==> config.mk <==
export PLATFORM = sky130hd
export DESIGN_NAME = slpr_engine
export DESIGN_NICKNAME = d
export VERILOG_FILES = /design/src/slpr_pkg.sv /design/src/slpr_retry_timer.sv /design/src/slpr_engine.sv
export VERILOG_INCLUDE_DIRS = /design/src
export SDC_FILE = /design/constraint.sdc
export NUM_CORES = 1
export LEC_CHECK = 0
export ABC_AREA = 1
export BUFFER_PORTS_ARGS = -buffer_cell sky130_fd_sc_hd__buf_4
export CORE_ASPECT_RATIO = 1.4
export CORE_UTILIZATION = 50
export CTS_CLUSTER_DIAMETER = 40
export DETAILED_ROUTE_END_ITERATION = 6
export MAX_ROUTING_LAYER = met4
export PLACE_DENSITY = 0.76
export SYNTH_ARGS = -nofsm -noshare
export SYNTH_HDL_FRONTEND = slang
export SYNTH_SLANG_ARGS = --single-unit
==> constraint.sdc <==
create_clock -name core_clk_in -period 3.9 [get_ports core_clk_in]
set_input_delay 1.17 -clock core_clk_in [delete_from_list [all_inputs] [get_ports core_clk_in]]
set_output_delay 1.17 -clock core_clk_in [all_outputs]
set_load 0.05 [all_outputs]
==> src/slpr_defs.svh <==
/*
   Constants of the connectionless ARP/echo engine: register offsets, field
   positions, reset values and the retry tick. Included by bare name; holds
   definitions only.
*/
`ifndef SLPR_DEFS_SVH
`define SLPR_DEFS_SVH

// Retry tick: 100 us at a 25 MHz core clock
`define SLPR_TICK_US        100
`define SLPR_CLK_MHZ        25
`define SLPR_TICK_CYC       (`SLPR_TICK_US * `SLPR_CLK_MHZ)
`define SLPR_TICK_W         12

// Wishbone byte offsets (low address byte)
`define SLPR_A_CMD          8'h00
`define SLPR_A_FLAGS        8'h04
`define SLPR_A_MASK         8'h08
`define SLPR_A_RTR          8'h0c
`define SLPR_A_RCR          8'h10
`define SLPR_A_PIP          8'h14
`define SLPR_A_SEQ          8'h18
`define SLPR_A_ID           8'h1c
`define SLPR_A_PHA_LO       8'h20
`define SLPR_A_PHA_HI       8'h24
`define SLPR_A_CH_RTR       8'h28
`define SLPR_A_CH_RCR       8'h2c
`define SLPR_A_CH_CMD       8'h30
`define SLPR_A_CH_FLAGS     8'h34
`define SLPR_A_CH_IP        8'h38
`define SLPR_A_PEND         8'h3c

// Command and flag bit positions
`define SLPR_CMD_ARP        0
`define SLPR_CMD_PING       1
`define SLPR_FL_TIMEOUT     0
`define SLPR_FL_PING        1
`define SLPR_FL_ARP         2
`define SLPR_CH_CONNECT     0
`define SLPR_CH_SEND        1
`define SLPR_CH_DISCONNECT_CMD      2
`define SLPR_CHF_ACKED      0
`define SLPR_CHF_TIMEOUT    1

// Reset values
`define SLPR_RTR_RST        16'h07d0
`define SLPR_RCR_RST        8'h08
`define SLPR_BYTE_ZERO      8'h00

`endif

==> src/slpr_pkg.sv <==
/*
   Types of the connectionless ARP/echo engine: packet kinds, engine states
   and the request and reply carriers. Assumes nothing of its surroundings.
*/
`default_nettype none
package slpr_pkg;

   typedef enum logic [2:0]
   {
      KIND_ARP  = 3'h0,
      KIND_ECHO = 3'h1,
      KIND_SYN  = 3'h2,
      KIND_DATA = 3'h3,
      KIND_FIN  = 3'h4,
      KIND_ACK  = 3'h5
   } slpr_kind_e;

   typedef enum logic [1:0]
   {
      SL_IDLE = 2'b01,
      SL_WAIT = 2'b10
   } slpr_sl_state_e;

   typedef enum logic [2:0]
   {
      CH_IDLE = 3'b001,
      CH_ARP  = 3'b010,
      CH_SEG  = 3'b100
   } slpr_ch_state_e;

   typedef struct packed
   {
      slpr_kind_e  kind;
      logic [31:0] dst_ip;
      logic [15:0] echo_id;
      logic [15:0] echo_seq;
   } slpr_tx_s;

   typedef struct packed
   {
      slpr_kind_e  kind;
      logic [31:0] src_ip;
      logic [47:0] src_hw;
      logic [15:0] echo_id;
      logic [15:0] echo_seq;
   } slpr_rx_s;

endpackage
`default_nettype wire

==> src/slpr_retry_timer.sv <==
/*
   Retransmission interval timer. Counts 100 us ticks and pulses on expiry,
   reloading itself; in backoff mode the interval doubles after each expiry
   until doubling again would pass 16 bits. Assumes the tick is a one-cycle
   enable from the same clock.
*/
`default_nettype none
`include "slpr_defs.svh"
module slpr_retry_timer
(
   input  wire logic        core_clk_in,
   input  wire logic        arst_n_in,
   input  wire logic        tick_in,
   input  wire logic        start_in,
   input  wire logic        stop_in,
   input  wire logic        backoff_in,
   input  wire logic [15:0] interval_in,
   output logic             expire_out
);
   logic        run;
   logic        backoff;
   logic [15:0] cur;
   logic [15:0] remain;
   logic [15:0] next_cur;

   // A doubling that would pass 65535 is skipped; the interval stays capped
   always_comb
   begin
      next_cur = cur;
      if (backoff && !cur[15])
      begin
         next_cur = {cur[14:0], 1'b0};
      end
   end

   always_ff @(posedge core_clk_in or negedge arst_n_in)
   begin
      if (!arst_n_in)
      begin
         run        <= 1'b0;
         backoff    <= 1'b0;
         cur        <= 16'h0001;
         remain     <= 16'h0001;
         expire_out <= 1'b0;
      end
      else
      begin
         expire_out <= 1'b0;
         if (start_in)
         begin
            // A zero interval would wrap and expire only after 65536 ticks; treat it as one tick
            run     <= 1'b1;
            backoff <= backoff_in;
            cur     <= (interval_in == 16'h0000) ? 16'h0001 : interval_in;
            remain  <= (interval_in == 16'h0000) ? 16'h0001 : interval_in;
         end
         else if (stop_in)
         begin
            run <= 1'b0;
         end
         else if (run && tick_in)
         begin
            if (remain == 16'h0001)
            begin
               expire_out <= 1'b1;
               cur        <= next_cur;
               remain     <= next_cur;
            end
            else
            begin
               remain <= remain - 16'h0001;
            end
         end
      end
   end
endmodule
`default_nettype wire

==> src/slpr_engine.sv <==
/*
   Connectionless ARP and echo request engine with one TCP channel's
   retransmission control, reached over a classic Wishbone slave.
   Assumes a packet layer on the same clock: it takes every tx pulse and
   delivers each parsed reply as a one-cycle rx pulse.
*/
`default_nettype none
`include "slpr_defs.svh"
// How it works
// - Setting the ARP or ping command bit sends that request, no channel needed.
// - A matching reply sets the ARP-reply or ping-reply flag.
// - An ARP reply stores the answering peer's hardware address.
// - An echo reply also stores the peer's hardware address.
// - Command register returns to zero once accepted; host polls for zero.
// - Without a reply the request is resent each interval until answered.
// - When resends exceed the retry count, resending stops and timeout is flagged.
// - Request timeout is interval times 0.1 ms times retry count plus one.
// - Retry interval is 16 bits, low byte in byte lane 0, in 100 us units.
// - ARP timeouts go to the connectionless flag or the channel flag.
// - Ping timeouts come only from the ping command, to the connectionless flag.
// - Unacknowledged SYN, FIN or data segments are resent until acknowledged.
// - TCP interval doubles per retry until doubling would pass 65535.
// - TCP timeout from connect, send or disconnect sets the channel timeout flag.
// - Separate mask bits exist for ARP-reply, ping-reply and timeout events.
module slpr_engine
(
   input  wire logic             core_clk_in,
   input  wire logic             arst_n_in,
   input  wire logic             wb_cyc_in,
   input  wire logic             wb_stb_in,
   input  wire logic             wb_we_in,
   input  wire logic [7:0]       wb_adr_in,
   input  wire logic [3:0]       wb_sel_in,
   input  wire logic [31:0]      wb_dat_in,
   output logic      [31:0]      wb_dat_out,
   output logic                  wb_ack_out,
   output logic                  tx_valid_out,
   output slpr_pkg::slpr_tx_s    tx_req_out,
   input  wire logic             rx_valid_in,
   input  wire slpr_pkg::slpr_rx_s rx_reply_in
);
   // Byte-lane merge, used by every writable register
   function automatic logic [31:0] merge(input logic [31:0] old, input logic [31:0] new_v,
                                         input logic [3:0] sel);
      logic [31:0] res;
      res = old;
      for (int i = 0; i < 4; i++)
      begin
         if (sel[i])
         begin
            res[i*8 +: 8] = new_v[i*8 +: 8];
         end
      end
      return res;
   endfunction

   logic [`SLPR_TICK_W-1:0] tick_cnt;
   logic                    tick;
   logic                    wr;
   logic                    rd_req;
   logic [31:0]             wmask;
   logic [1:0]              command;
   logic [2:0]              flags;
   logic [2:0]              mask;
   logic [15:0]             rtr;
   logic [7:0]              rcr;
   logic [31:0]             peer_ip_address;
   logic [15:0]             echo_sequence_number;
   logic [15:0]             echo_identifier;
   logic [47:0]             peer_hw_address;
   logic [15:0]             ch_rtr;
   logic [7:0]              ch_rcr;
   logic [2:0]              ch_cmd;
   logic [1:0]              ch_flags;
   logic [31:0]             ch_ip;
   logic [31:0]             rdata;
   slpr_pkg::slpr_sl_state_e sl_state;
   slpr_pkg::slpr_ch_state_e ch_state;
   slpr_pkg::slpr_kind_e    sl_kind;
   slpr_pkg::slpr_kind_e    ch_kind;
   logic [7:0]              sl_tries;
   logic [7:0]              ch_tries;
   logic                    ch_resolved;
   logic                    ch_pend;
   logic                    sl_accept;
   logic                    sl_match;
   logic                    sl_send;
   logic                    sl_stop;
   logic                    sl_expire;
   logic                    ch_accept;
   logic                    ch_arp_ok;
   logic                    ch_ack;
   logic                    ch_send;
   logic                    ch_start;
   logic                    ch_backoff;
   logic                    ch_stop;
   logic                    ch_expire;
   logic [2:0]              flag_set;
   logic [1:0]              ch_flag_set;

   // 100 us retry tick
   always_ff @(posedge core_clk_in or negedge arst_n_in)
   begin
      if (!arst_n_in)
      begin
         tick_cnt <= '0;
      end
      else if (tick)
      begin
         tick_cnt <= '0;
      end
      else
      begin
         tick_cnt <= tick_cnt + 1'b1;
      end
   end
   assign tick = (tick_cnt == `SLPR_TICK_W'(`SLPR_TICK_CYC - 1));

   // Wishbone: ack one cycle after the request; writes land on the ack edge
   assign rd_req = wb_cyc_in && wb_stb_in && !wb_ack_out;
   assign wr     = wb_cyc_in && wb_stb_in && wb_we_in && wb_ack_out;
   assign wmask  = merge(32'h0000_0000, wb_dat_in, wb_sel_in);

   always_ff @(posedge core_clk_in or negedge arst_n_in)
   begin
      if (!arst_n_in)
      begin
         wb_ack_out <= 1'b0;
         wb_dat_out <= '0;
      end
      else
      begin
         wb_ack_out <= rd_req;
         if (rd_req)
         begin
            wb_dat_out <= rdata;
         end
      end
   end

   always_comb
   begin
      rdata = '0;
      unique case (wb_adr_in)
         `SLPR_A_CMD:      rdata = {30'h0, command};
         `SLPR_A_FLAGS:    rdata = {29'h0, flags};
         `SLPR_A_MASK:     rdata = {29'h0, mask};
         `SLPR_A_RTR:      rdata = {16'h0, rtr};
         `SLPR_A_RCR:      rdata = {24'h0, rcr};
         `SLPR_A_PIP:      rdata = peer_ip_address;
         `SLPR_A_SEQ:      rdata = {16'h0, echo_sequence_number};
         `SLPR_A_ID:       rdata = {16'h0, echo_identifier};
         `SLPR_A_PHA_LO:   rdata = peer_hw_address[31:0];
         `SLPR_A_PHA_HI:   rdata = {16'h0, peer_hw_address[47:32]};
         `SLPR_A_CH_RTR:   rdata = {16'h0, ch_rtr};
         `SLPR_A_CH_RCR:   rdata = {24'h0, ch_rcr};
         `SLPR_A_CH_CMD:   rdata = {29'h0, ch_cmd};
         `SLPR_A_CH_FLAGS: rdata = {30'h0, ch_flags};
         `SLPR_A_CH_IP:    rdata = ch_ip;
         `SLPR_A_PEND:     rdata = {29'h0, flags & mask};
         default:          rdata = '0;
      endcase
   end

   // Plain configuration registers
   always_ff @(posedge core_clk_in or negedge arst_n_in)
   begin
      if (!arst_n_in)
      begin
         mask                 <= '0;
         rtr                  <= `SLPR_RTR_RST;
         rcr                  <= `SLPR_RCR_RST;
         peer_ip_address      <= '0;
         echo_sequence_number <= '0;
         echo_identifier      <= '0;
         ch_rtr               <= `SLPR_RTR_RST;
         ch_rcr               <= `SLPR_RCR_RST;
         ch_ip                <= '0;
      end
      else if (wr)
      begin
         unique case (wb_adr_in)
            `SLPR_A_MASK:   mask <= 3'(merge({29'h0, mask}, wb_dat_in, wb_sel_in));
            `SLPR_A_RTR:    rtr <= 16'(merge({16'h0, rtr}, wb_dat_in, wb_sel_in));
            `SLPR_A_RCR:    rcr <= 8'(merge({24'h0, rcr}, wb_dat_in, wb_sel_in));
            `SLPR_A_PIP:    peer_ip_address <= merge(peer_ip_address, wb_dat_in, wb_sel_in);
            `SLPR_A_SEQ:
               echo_sequence_number <= 16'(merge({16'h0, echo_sequence_number}, wb_dat_in,
                                                 wb_sel_in));
            `SLPR_A_ID:
               echo_identifier <= 16'(merge({16'h0, echo_identifier}, wb_dat_in, wb_sel_in));
            `SLPR_A_CH_RTR: ch_rtr <= 16'(merge({16'h0, ch_rtr}, wb_dat_in, wb_sel_in));
            `SLPR_A_CH_RCR: ch_rcr <= 8'(merge({24'h0, ch_rcr}, wb_dat_in, wb_sel_in));
            `SLPR_A_CH_IP:  ch_ip <= merge(ch_ip, wb_dat_in, wb_sel_in);
            default:        ;
         endcase
      end
   end

   // Command registers: software sets, the engine clears on acceptance
   always_ff @(posedge core_clk_in or negedge arst_n_in)
   begin
      if (!arst_n_in)
      begin
         command <= '0;
         ch_cmd  <= '0;
      end
      else
      begin
         if (wr && wb_adr_in == `SLPR_A_CMD)
         begin
            command <= 2'(merge({30'h0, command}, wb_dat_in, wb_sel_in));
         end
         else if (sl_accept)
         begin
            command <= '0;
         end
         if (wr && wb_adr_in == `SLPR_A_CH_CMD)
         begin
            ch_cmd <= 3'(merge({29'h0, ch_cmd}, wb_dat_in, wb_sel_in));
         end
         else if (ch_accept)
         begin
            ch_cmd <= '0;
         end
      end
   end

   // Sticky flags: hardware set wins over a write-one clear
   always_ff @(posedge core_clk_in or negedge arst_n_in)
   begin
      if (!arst_n_in)
      begin
         flags    <= '0;
         ch_flags <= '0;
      end
      else
      begin
         flags <= (flags & ~((wr && wb_adr_in == `SLPR_A_FLAGS) ? wmask[2:0] : 3'h0))
                  | flag_set;
         ch_flags <= (ch_flags & ~((wr && wb_adr_in == `SLPR_A_CH_FLAGS) ? wmask[1:0] : 2'h0))
                     | ch_flag_set;
      end
   end

   // Connectionless engine
   assign sl_accept = (sl_state == slpr_pkg::SL_IDLE) && (command != 2'h0);
   assign sl_match  = (sl_state == slpr_pkg::SL_WAIT) && rx_valid_in
                      && (rx_reply_in.src_ip == peer_ip_address)
                      && (((sl_kind == slpr_pkg::KIND_ARP)
                           && (rx_reply_in.kind == slpr_pkg::KIND_ARP))
                          || ((sl_kind == slpr_pkg::KIND_ECHO)
                              && (rx_reply_in.kind == slpr_pkg::KIND_ECHO)
                              && (rx_reply_in.echo_id == echo_identifier)
                              && (rx_reply_in.echo_seq == echo_sequence_number)));
   assign sl_send = sl_accept || ((sl_state == slpr_pkg::SL_WAIT) && !sl_match
                                  && sl_expire && (sl_tries != rcr));
   assign sl_stop = sl_match || ((sl_state == slpr_pkg::SL_WAIT) && sl_expire
                                 && (sl_tries == rcr));

   always_comb
   begin
      flag_set = '0;
      if (sl_match)
      begin
         flag_set[`SLPR_FL_ARP]  = (sl_kind == slpr_pkg::KIND_ARP);
         flag_set[`SLPR_FL_PING] = (sl_kind == slpr_pkg::KIND_ECHO);
      end
      else if (sl_stop)
      begin
         flag_set[`SLPR_FL_TIMEOUT] = 1'b1;
      end
   end

   always_ff @(posedge core_clk_in or negedge arst_n_in)
   begin
      if (!arst_n_in)
      begin
         sl_state        <= slpr_pkg::SL_IDLE;
         sl_kind         <= slpr_pkg::KIND_ARP;
         sl_tries        <= '0;
         peer_hw_address <= '0;
      end
      else
      begin
         unique case (sl_state)
            slpr_pkg::SL_IDLE:
               if (sl_accept)
               begin
                  sl_state <= slpr_pkg::SL_WAIT;
                  sl_tries <= '0;
                  sl_kind  <= command[`SLPR_CMD_ARP] ? slpr_pkg::KIND_ARP : slpr_pkg::KIND_ECHO;
               end
            slpr_pkg::SL_WAIT:
            begin
               if (sl_match)
               begin
                  peer_hw_address <= rx_reply_in.src_hw;
               end
               if (sl_stop)
               begin
                  sl_state <= slpr_pkg::SL_IDLE;
               end
               else if (sl_send)
               begin
                  sl_tries <= sl_tries + 8'h01;
               end
            end
         endcase
      end
   end

   // Channel engine: address resolution, then segment with backoff
   assign ch_accept = (ch_state == slpr_pkg::CH_IDLE) && (ch_cmd != 3'h0);
   assign ch_arp_ok = (ch_state == slpr_pkg::CH_ARP) && rx_valid_in
                      && (rx_reply_in.kind == slpr_pkg::KIND_ARP) && (rx_reply_in.src_ip == ch_ip);
   assign ch_ack    = (ch_state == slpr_pkg::CH_SEG) && rx_valid_in
                      && (rx_reply_in.kind == slpr_pkg::KIND_ACK) && (rx_reply_in.src_ip == ch_ip);
   assign ch_stop   = ch_ack || ((ch_state != slpr_pkg::CH_IDLE) && !ch_arp_ok && ch_expire
                                 && (ch_tries == ch_rcr));
   assign ch_start  = (ch_accept) || ch_arp_ok;
   assign ch_backoff = ch_arp_ok || (ch_accept && ch_resolved);
   assign ch_send   = ch_start || ((ch_state != slpr_pkg::CH_IDLE) && !ch_ack && !ch_arp_ok
                                   && ch_expire && (ch_tries != ch_rcr));

   always_comb
   begin
      ch_flag_set = '0;
      ch_flag_set[`SLPR_CHF_ACKED] = ch_ack;
      ch_flag_set[`SLPR_CHF_TIMEOUT] = ch_stop && !ch_ack;
   end

   always_ff @(posedge core_clk_in or negedge arst_n_in)
   begin
      if (!arst_n_in)
      begin
         ch_state    <= slpr_pkg::CH_IDLE;
         ch_kind     <= slpr_pkg::KIND_SYN;
         ch_tries    <= '0;
         ch_resolved <= 1'b0;
      end
      else
      begin
         if (ch_start)
         begin
            ch_tries <= '0;
         end
         else if (ch_send)
         begin
            ch_tries <= ch_tries + 8'h01;
         end
         unique case (ch_state)
            slpr_pkg::CH_IDLE:
               if (ch_accept)
               begin
                  ch_state <= ch_resolved ? slpr_pkg::CH_SEG : slpr_pkg::CH_ARP;
                  ch_kind  <= ch_cmd[`SLPR_CH_CONNECT] ? slpr_pkg::KIND_SYN :
                              ch_cmd[`SLPR_CH_SEND]    ? slpr_pkg::KIND_DATA : slpr_pkg::KIND_FIN;
               end
            slpr_pkg::CH_ARP:
               if (ch_arp_ok)
               begin
                  ch_resolved <= 1'b1;
                  ch_state    <= slpr_pkg::CH_SEG;
               end
               else if (ch_stop)
               begin
                  ch_state <= slpr_pkg::CH_IDLE;
               end
            slpr_pkg::CH_SEG:
               if (ch_stop)
               begin
                  ch_state <= slpr_pkg::CH_IDLE;
                  // A closed connection must resolve the peer again next time
                  if (ch_kind == slpr_pkg::KIND_FIN)
                  begin
                     ch_resolved <= 1'b0;
                  end
               end
         endcase
      end
   end

   slpr_retry_timer u_sl_timer
   (
      .core_clk_in (core_clk_in),
      .arst_n_in   (arst_n_in),
      .tick_in     (tick),
      .start_in    (sl_accept),
      .stop_in     (sl_stop),
      .backoff_in  (1'b0),
      .interval_in (rtr),
      .expire_out  (sl_expire)
   );

   slpr_retry_timer u_ch_timer
   (
      .core_clk_in (core_clk_in),
      .arst_n_in   (arst_n_in),
      .tick_in     (tick),
      .start_in    (ch_start),
      .stop_in     (ch_stop),
      .backoff_in  (ch_backoff),
      .interval_in (ch_rtr),
      .expire_out  (ch_expire)
   );

   // Transmit: connectionless first; a channel request waits one slot at most
   always_ff @(posedge core_clk_in or negedge arst_n_in)
   begin
      if (!arst_n_in)
      begin
         tx_valid_out <= 1'b0;
         tx_req_out   <= '0;
         ch_pend      <= 1'b0;
      end
      else
      begin
         tx_valid_out <= sl_send || ch_send || ch_pend;
         ch_pend      <= (ch_send || ch_pend) && sl_send;
         if (sl_send)
         begin
            tx_req_out.kind     <= !sl_accept ? sl_kind : command[`SLPR_CMD_ARP] ?
                                   slpr_pkg::KIND_ARP : slpr_pkg::KIND_ECHO;
            tx_req_out.dst_ip   <= peer_ip_address;
            tx_req_out.echo_id  <= echo_identifier;
            tx_req_out.echo_seq <= echo_sequence_number;
         end
         else if (ch_send || ch_pend)
         begin
            tx_req_out.kind     <= (ch_state == slpr_pkg::CH_IDLE && !ch_resolved)
                                   || (ch_state == slpr_pkg::CH_ARP && !ch_arp_ok) ?
                                   slpr_pkg::KIND_ARP :
                                   (ch_state == slpr_pkg::CH_IDLE ?
                                    (ch_cmd[`SLPR_CH_CONNECT] ? slpr_pkg::KIND_SYN :
                                     ch_cmd[`SLPR_CH_SEND] ? slpr_pkg::KIND_DATA :
                                     slpr_pkg::KIND_FIN)
                                    : ch_kind);
            tx_req_out.dst_ip   <= ch_ip;
            tx_req_out.echo_id  <= '0;
            tx_req_out.echo_seq <= '0;
         end
      end
   end
endmodule
`default_nettype wire

# Word-level counts from Yosys, hierarchy flattened
# Index checks and enable logic that the tools add are counted.
# word_totals
word_cells,286
mem_bits_ro,0
output_inout_bits,101
reg_bits,416
mem_bits_rw,0
latchBits,0
n_memories,0
input_bits,165
# classes
n_shift,0
n_addsub,5
mux,68
multipliers,0
n_lt_le_gt_ge,0
bitwise,7
reduce_logical,108
eq_ne,49
n_div,0
# ops
cell,n
$pmux W32 S16,1
$mux W16,16
$mux W67,2
$eq A32 B32 Y1,2
$eq A8 B6 Y1 const B,8
$reduce_and A3 Y1,21
$logic_and A1 B1 Y1,43
$mux W3,14
$mux W8,5
$eq A16 B1 Y1 const B,2
$eq A16 B16 Y1,2
$eq A8 B5 Y1 const B,4
$logic_not A16 Y1,2
$sub A16 B1 Y16 const B,2
$reduce_bool A2 Y1,12
$ne A2 B2 Y1 const B,11
$mux W1,18
$add A8 B1 Y8 const B,2
$eq A8 B4 Y1 const B,2
$eq A8 B8 Y1,2
$ne A8 B8 Y1,2
$pmux W8 S2,1
$mux W2,7
$reduce_and A2 Y1,7
other kinds (27),49

# Logic depth before layout (Yosys ltp)
# depth
ltp_word,14
depth_mapped,17
mapped_depth_nobuf,16

# Cells and area by module
# From an unflattened synthesis, not the netlist that was laid out.
# unflattened
hier_cells,2869
area_unflattened_um2,21675.8
# by_module_without_submodules
module,seq_area_each_um2,area_each_um2,n_inst,cells_each
slpr_engine,8704.6,17022.6,1,2171
slpr_retry_timer at u_ch_timer,878.3,2331.0,1,349
slpr_retry_timer at u_sl_timer,878.3,2322.2,1,349

# Least setup slack after synthesis
# No wires, ideal clock.
# synth_timing
path_type,in2reg
start,in wb_adr_in[7]
end,reg ch_ip[5]
setup_slack_ns,1.178
stages,10
required_time_ns,3.769
arrival_ns,2.591
path_buffers,2
setup_time_ns,0.131
path_cell_list,nor2_1 inv_1 nor3_1 nand2_1 inv_1 buf_2 nand2_1 clkbuf_1 nand2_1 o21ai_0
# synth_via
elab_chain_len,2
# synth_rtl
element,line,source
"start, declared",slpr_engine.sv:32,"input wire logic [7:0] wb_adr_in,"
$eq A8 B6 Y1,slpr_engine.sv:182,unique case (wb_adr_in)
$reduce_and A3 Y1 (no source line),-,
"end signal, assigned",slpr_engine.sv:194,"`SLPR_A_CH_IP: ch_ip <= merge(ch_ip, wb_dat_in, wb_sel_in);"
"end, declared",slpr_engine.sv:75,logic [31:0] ch_ip;
# No other way between the ends.
# A chain may end at the register's enable or synchronous reset.

# Worst setup path after layout
# layout_timing
start,in wb_adr_in[1]
end,reg wb_dat_out[3]
# layout_via
elab_chain_len,2
elab_cells_between_ends,17
cone_classes,eq/ne: 15; mux: 1; reduce/logical: 1
# layout_rtl
element,line,source
"$eq A8 B6 Y1, or another cell as far along",slpr_engine.sv:144,unique case (wb_adr_in)
$pmux W32 S16 (*),slpr_engine.sv:144,
"end signal, assigned",slpr_engine.sv:136,wb_dat_out <= rdata;
"end, declared",slpr_engine.sv:35,"output logic [31:0] wb_dat_out,"
# Mark *: on every way between the ends. The rest lies on a longest branch, timed or not.

==> impl_table.tex <==
\begin{tabular}{lr}
\hline
Metric & Value \\
\hline
\multicolumn{2}{l}{\textbf{Pwr}} \\
\quad Worst voltage drop across the vdd grid & 0.290 mV \\
\quad Static leakage & 13.3 nW \\
\quad Power per cell area & 382 nW/um\^{}2 \\
\multicolumn{2}{l}{\textbf{Global routing}} \\
\quad Grt total ovfl & 0 \\
\quad Global-route wire length before repair & 121000 um \\
\quad Largest net degree at the start of global routing & 86 \\
\quad Via count of the first global-routing pass & 20800 \\
\quad Number of antenna violations at the first check in global routing & 0 \\
\quad Global Route Usage Sum & 0.387 \\
\multicolumn{2}{l}{\textbf{Timing}} \\
\quad Period Utilization, post-route & 0.830 \\
\quad Setup repair after global routing missed its margin & no \\
\quad Clock period minus worst slack & 3240 ps \\
\quad Slew at the pin closest to its max-slew limit & 1120 ps \\
\quad Setup Viol. Count Final & 0 \\
\quad Sum of negative setup slack & 0 ps \\
\quad Final hold viol count & 0 \\
\quad Max\_slew headroom & 0.252 \\
\quad Max Clock Freq & 309 MHz \\
\quad Final clock skew & 16.1 ps \\
\quad Pins Over Slew Limit & 0 \\
\multicolumn{2}{l}{\textbf{Clock network}} \\
\quad Clock-pin slew on the worst setup and hold paths & 60 ps \\
\quad Worst skew pair latency & 580 ps \\
\quad Level count of the clock H-tree & 2 \\
\quad Clock tree from TritonCTS & done \\
\quad Clock Path Buffers & 3 \\
\quad Sinks on Clock Net & 416 \\
\quad Post-CTS Setup Inserts & 0 \\
\quad Resized cells post-CTS & 0 \\
\quad Root buffer cell & sky130\_fd\_sc\_hd\_\_clkbuf\_16 \\
\quad TritonCTS buffer count & 50 \\
\quad CTS Hold Buffers Added & 0 \\
\multicolumn{2}{l}{\textbf{Logic synthesis}} \\
\quad Sequential share of the synthesized area & 0.487 \\
\quad Synth area leaders & sky130\_fd\_sc\_hd\_\_dfrtp\_1 (46\%), sky130\_fd\_sc\_hd\_\_nand2\_1 (16\%), sky130\_fd\_sc\_hd\_\_o21ai\_0 (6.5\%) \\
\quad Count of distinct cell types in the synthesized netlist & 48 \\
\quad Library cell with the largest summed area after synthesis & sky130\_fd\_sc\_hd\_\_dfrtp\_1 \\
\quad Yosys warns & 0 \\
\quad Commonest register cell after synthesis & sky130\_fd\_sc\_hd\_\_dfrtp\_1 \\
\quad Async set-reset flop share out of synthesis & 1.00 \\
\quad \#FFs+latches synth & 416 \\
\quad Post-synthesis area per instance & 7.56 sq um \\
\quad Top cell type's share of synthesized area & 0.462 \\
\quad Instance count of the mapped netlist & 2834 \\
\quad Post-Synthesis Cell Area & 21400 sq um \\
\quad Number of enable-type register cells in the synthesized netlist & 0 \\
\quad Nets in the synthesized netlist & 3006 \\
\multicolumn{2}{l}{\textbf{Floorplanning}} \\
\quad Initial core utilization & 0.507 \\
\quad Number of primary I/O pins & 266 \\
\quad Horizontal die dimension & 177 um \\
\quad Number of standard-cell rows in the floorplan & 89 \\
\quad Die area & 43700 sq um \\
\quad Vertical extent of the die & 247 um \\
\quad Core region area & 42200 sq um \\
\multicolumn{2}{l}{\textbf{Worst setup path}} \\
\quad Crit path max fanout & 17 \\
\quad Startpoint type of the worst setup path & input port \\
\quad Crit-path most repeated cell & sky130\_fd\_sc\_hd\_\_nand2\_1 \\
\quad Arrival time of data at the critical path endpoint & 3700 ps \\
\quad Critical path, cell by cell & buf\_4, nor2\_1, nand3\_1, inv\_1, nand2\_1, clkinv\_1, a221oi\_1, nand3\_1, nand2\_1, nand2\_1 \\
\quad Launch point of the worst reg-to-reg path & echo\_sequence\_number[10] \\
\quad Max stage delay on crit path & 1120 ps \\
\quad Crit Path Class & in -> reg \\
\quad Worst path slowest cell & sky130\_fd\_sc\_hd\_\_a221oi\_1 \\
\quad Element type at the critical path end & flip-flop \\
\quad CP top delay family & compound AO/OA/AOI/OAI gates \\
\quad Worst EP required & 4360 ps \\
\quad Crit. Startpoint & wb\_adr\_in[1] \\
\quad Buffers plus inverters on the worst setup path & 3 \\
\multicolumn{2}{l}{\textbf{Place}} \\
\quad Placed wire-length estimate after detailed placement & 62100 um \\
\quad Port Buffers & 265 \\
\quad Final weighted congestion in routability-driven placement & 1.03 \\
\quad Dpl cell area & 24200 sq um \\
\multicolumn{2}{l}{\textbf{Cells and area}} \\
\quad Area Overhead vs Synth & 21.8\% \\
\quad Proportion of layout cells with a drive suffix above 1 & 0.150 \\
\quad Multi-input logic area & 9450 sq um \\
\quad FILL cells & 3797 \\
\quad Most frequent standard cell in the layout excluding fill and tap cells & sky130\_fd\_sc\_hd\_\_nand2\_1 \\
\quad Register cell area after layout & 10400 sq um \\
\quad Post-route cell area & 26100 sq um \\
\quad Commonest cells after routing, fill and taps aside & sky130\_fd\_sc\_hd\_\_nand2\_1 (926), sky130\_fd\_sc\_hd\_\_dfrtp\_1 (395), sky130\_fd\_sc\_hd\_\_buf\_4 (316) \\
\quad Count of inserted antenna diode cells & 0 \\
\quad Count of nets after finishing & 3283 \\
\multicolumn{2}{l}{\textbf{Drt}} \\
\quad DRC Markers & 0 \\
\quad Routed via count & 21100 \\
\quad Vias per cell & 5.70 \\
\quad Starting DRC count in detailed routing & 1783 \\
\quad Router iterations before antenna repair & 6 \\
\quad Routed length per instance & 22.1 um \\
\quad Routed wire length & 81500 um \\
\quad Remaining number of nets flagged by the antenna check after routing & 0 \\
\multicolumn{2}{l}{\textbf{Min path}} \\
\quad Min-delay src & tick\_cnt[0] \\
\quad Tightest Hold Check Type & reg -> reg \\
\multicolumn{2}{l}{\textbf{Run}} \\
\quad Max Cap Viol & 0 \\
\multicolumn{2}{l}{\textbf{Run status}} \\
\quad Result of the run & finished, final reports clean \\
\hline
\end{tabular}
## synth_stat cells, types with 2 or more instances
cell type	instances
sky130_fd_sc_hd__nand2_1	928
sky130_fd_sc_hd__dfrtp_1	395
sky130_fd_sc_hd__o21ai_0	276
sky130_fd_sc_hd__inv_1	271
sky130_fd_sc_hd__nor2_1	246
sky130_fd_sc_hd__nand3_1	191
sky130_fd_sc_hd__a21oi_1	75
sky130_fd_sc_hd__clkbuf_1	70
sky130_fd_sc_hd__xnor2_1	52
sky130_fd_sc_hd__nand4_1	35
sky130_fd_sc_hd__o22ai_1	33
sky130_fd_sc_hd__nor3_1	31
sky130_fd_sc_hd__xor2_1	31
sky130_fd_sc_hd__a221oi_1	21
sky130_fd_sc_hd__dfstp_2	21
sky130_fd_sc_hd__buf_2	19
sky130_fd_sc_hd__inv_2	19
sky130_fd_sc_hd__nor4_1	16
sky130_fd_sc_hd__o21ai_1	11
sky130_fd_sc_hd__mux2i_1	10
sky130_fd_sc_hd__a22o_1	7
sky130_fd_sc_hd__a22oi_1	7
sky130_fd_sc_hd__buf_4	7
sky130_fd_sc_hd__ha_1	7
sky130_fd_sc_hd__or2_2	7
sky130_fd_sc_hd__nand3b_1	6
sky130_fd_sc_hd__o2111ai_1	5
sky130_fd_sc_hd__buf_1	4
sky130_fd_sc_hd__nand2_2	4
sky130_fd_sc_hd__o211ai_1	4
sky130_fd_sc_hd__clkinv_1	3
sky130_fd_sc_hd__nor2_2	3
sky130_fd_sc_hd__a32o_1	2
sky130_fd_sc_hd__a41o_1	2
sky130_fd_sc_hd__o31ai_1	2
## final timing paths
check / slack, ps / end / cells past startpoint
max: 660 / wb_dat_out[3] / 10
min: 470 / tick_cnt[0] / 1
max reg2reg: 840 / tx_req_out[50] / 13
min reg2reg: 470 / tick_cnt[0] / 1
max in group asynchronous: 2350 / tx_req_out[40] / 2
min in group asynchronous: 580 / u_ch_timer.remain[1] / 1
## report_power, final
part / internal (mW) / total (mW) / switching, mW
clock: 3.24 / 5.18 / 1.94
sequential: 4.32 / 4.33 / 0.00758
combinational: 0.174 / 0.447 / 0.273
total: 7.74 / 9.96 / 2.22
## state kept, by name (all words and copies together) (netlist names), 12 cells and up
signal,cells
tx_req_out,67
peer_hw_address,48
ch_ip,32
peer_ip_address,32
wb_dat_out,32
ch_rtr,16
echo_identifier,16
echo_sequence_number,16
rtr,16
u_ch_timer.cur,16
u_ch_timer.remain,16
u_sl_timer.cur,16
u_sl_timer.remain,16
tick_cnt,12
## cells by family after synthesis
group,after synthesis,share of synthesized area
DFF,416,0.487
muxes,11,0.00520
adders and majority gates,7,0.00409
and+or+nand+nor,1472,0.281
AOI/OAI and AO/OA,451,0.117
xor gates and xnor gates,83,0.0339
buffers and inverters,394,0.0718
## through the flow
step	utilization	setup slack [ps]	std cells	hold slack [ps]	total power [mW]
after global placement	0.574	358	3605	456	4.85
after floorplan	-	1180	2834	424	4.53
after global routing	0.618	551	3695	479	10.2
final	0.618	664	3695	475	9.96
after CTS	0.618	917	3695	471	9.99
after detailed placement	0.574	323	3605	459	4.85
## cell type report
class	count	share of cell area
Timing Repair Buffer	326	0.0985
Multi-Input combinational cell	2024	0.362
Tap cell	546	0.0262
Inverter	293	0.0422
Clock buffer	62	0.0541
Clock inverter	28	0.0165
Sequential cell	416	0.400
## routing by layer
layer	wire [um]	global-route usage
met2	39300	0.632
met1	29100	0.412
met3	5270	0.0621
met5	0	-
met4	7850	0.321
Power figures use the tool's default switching activity.
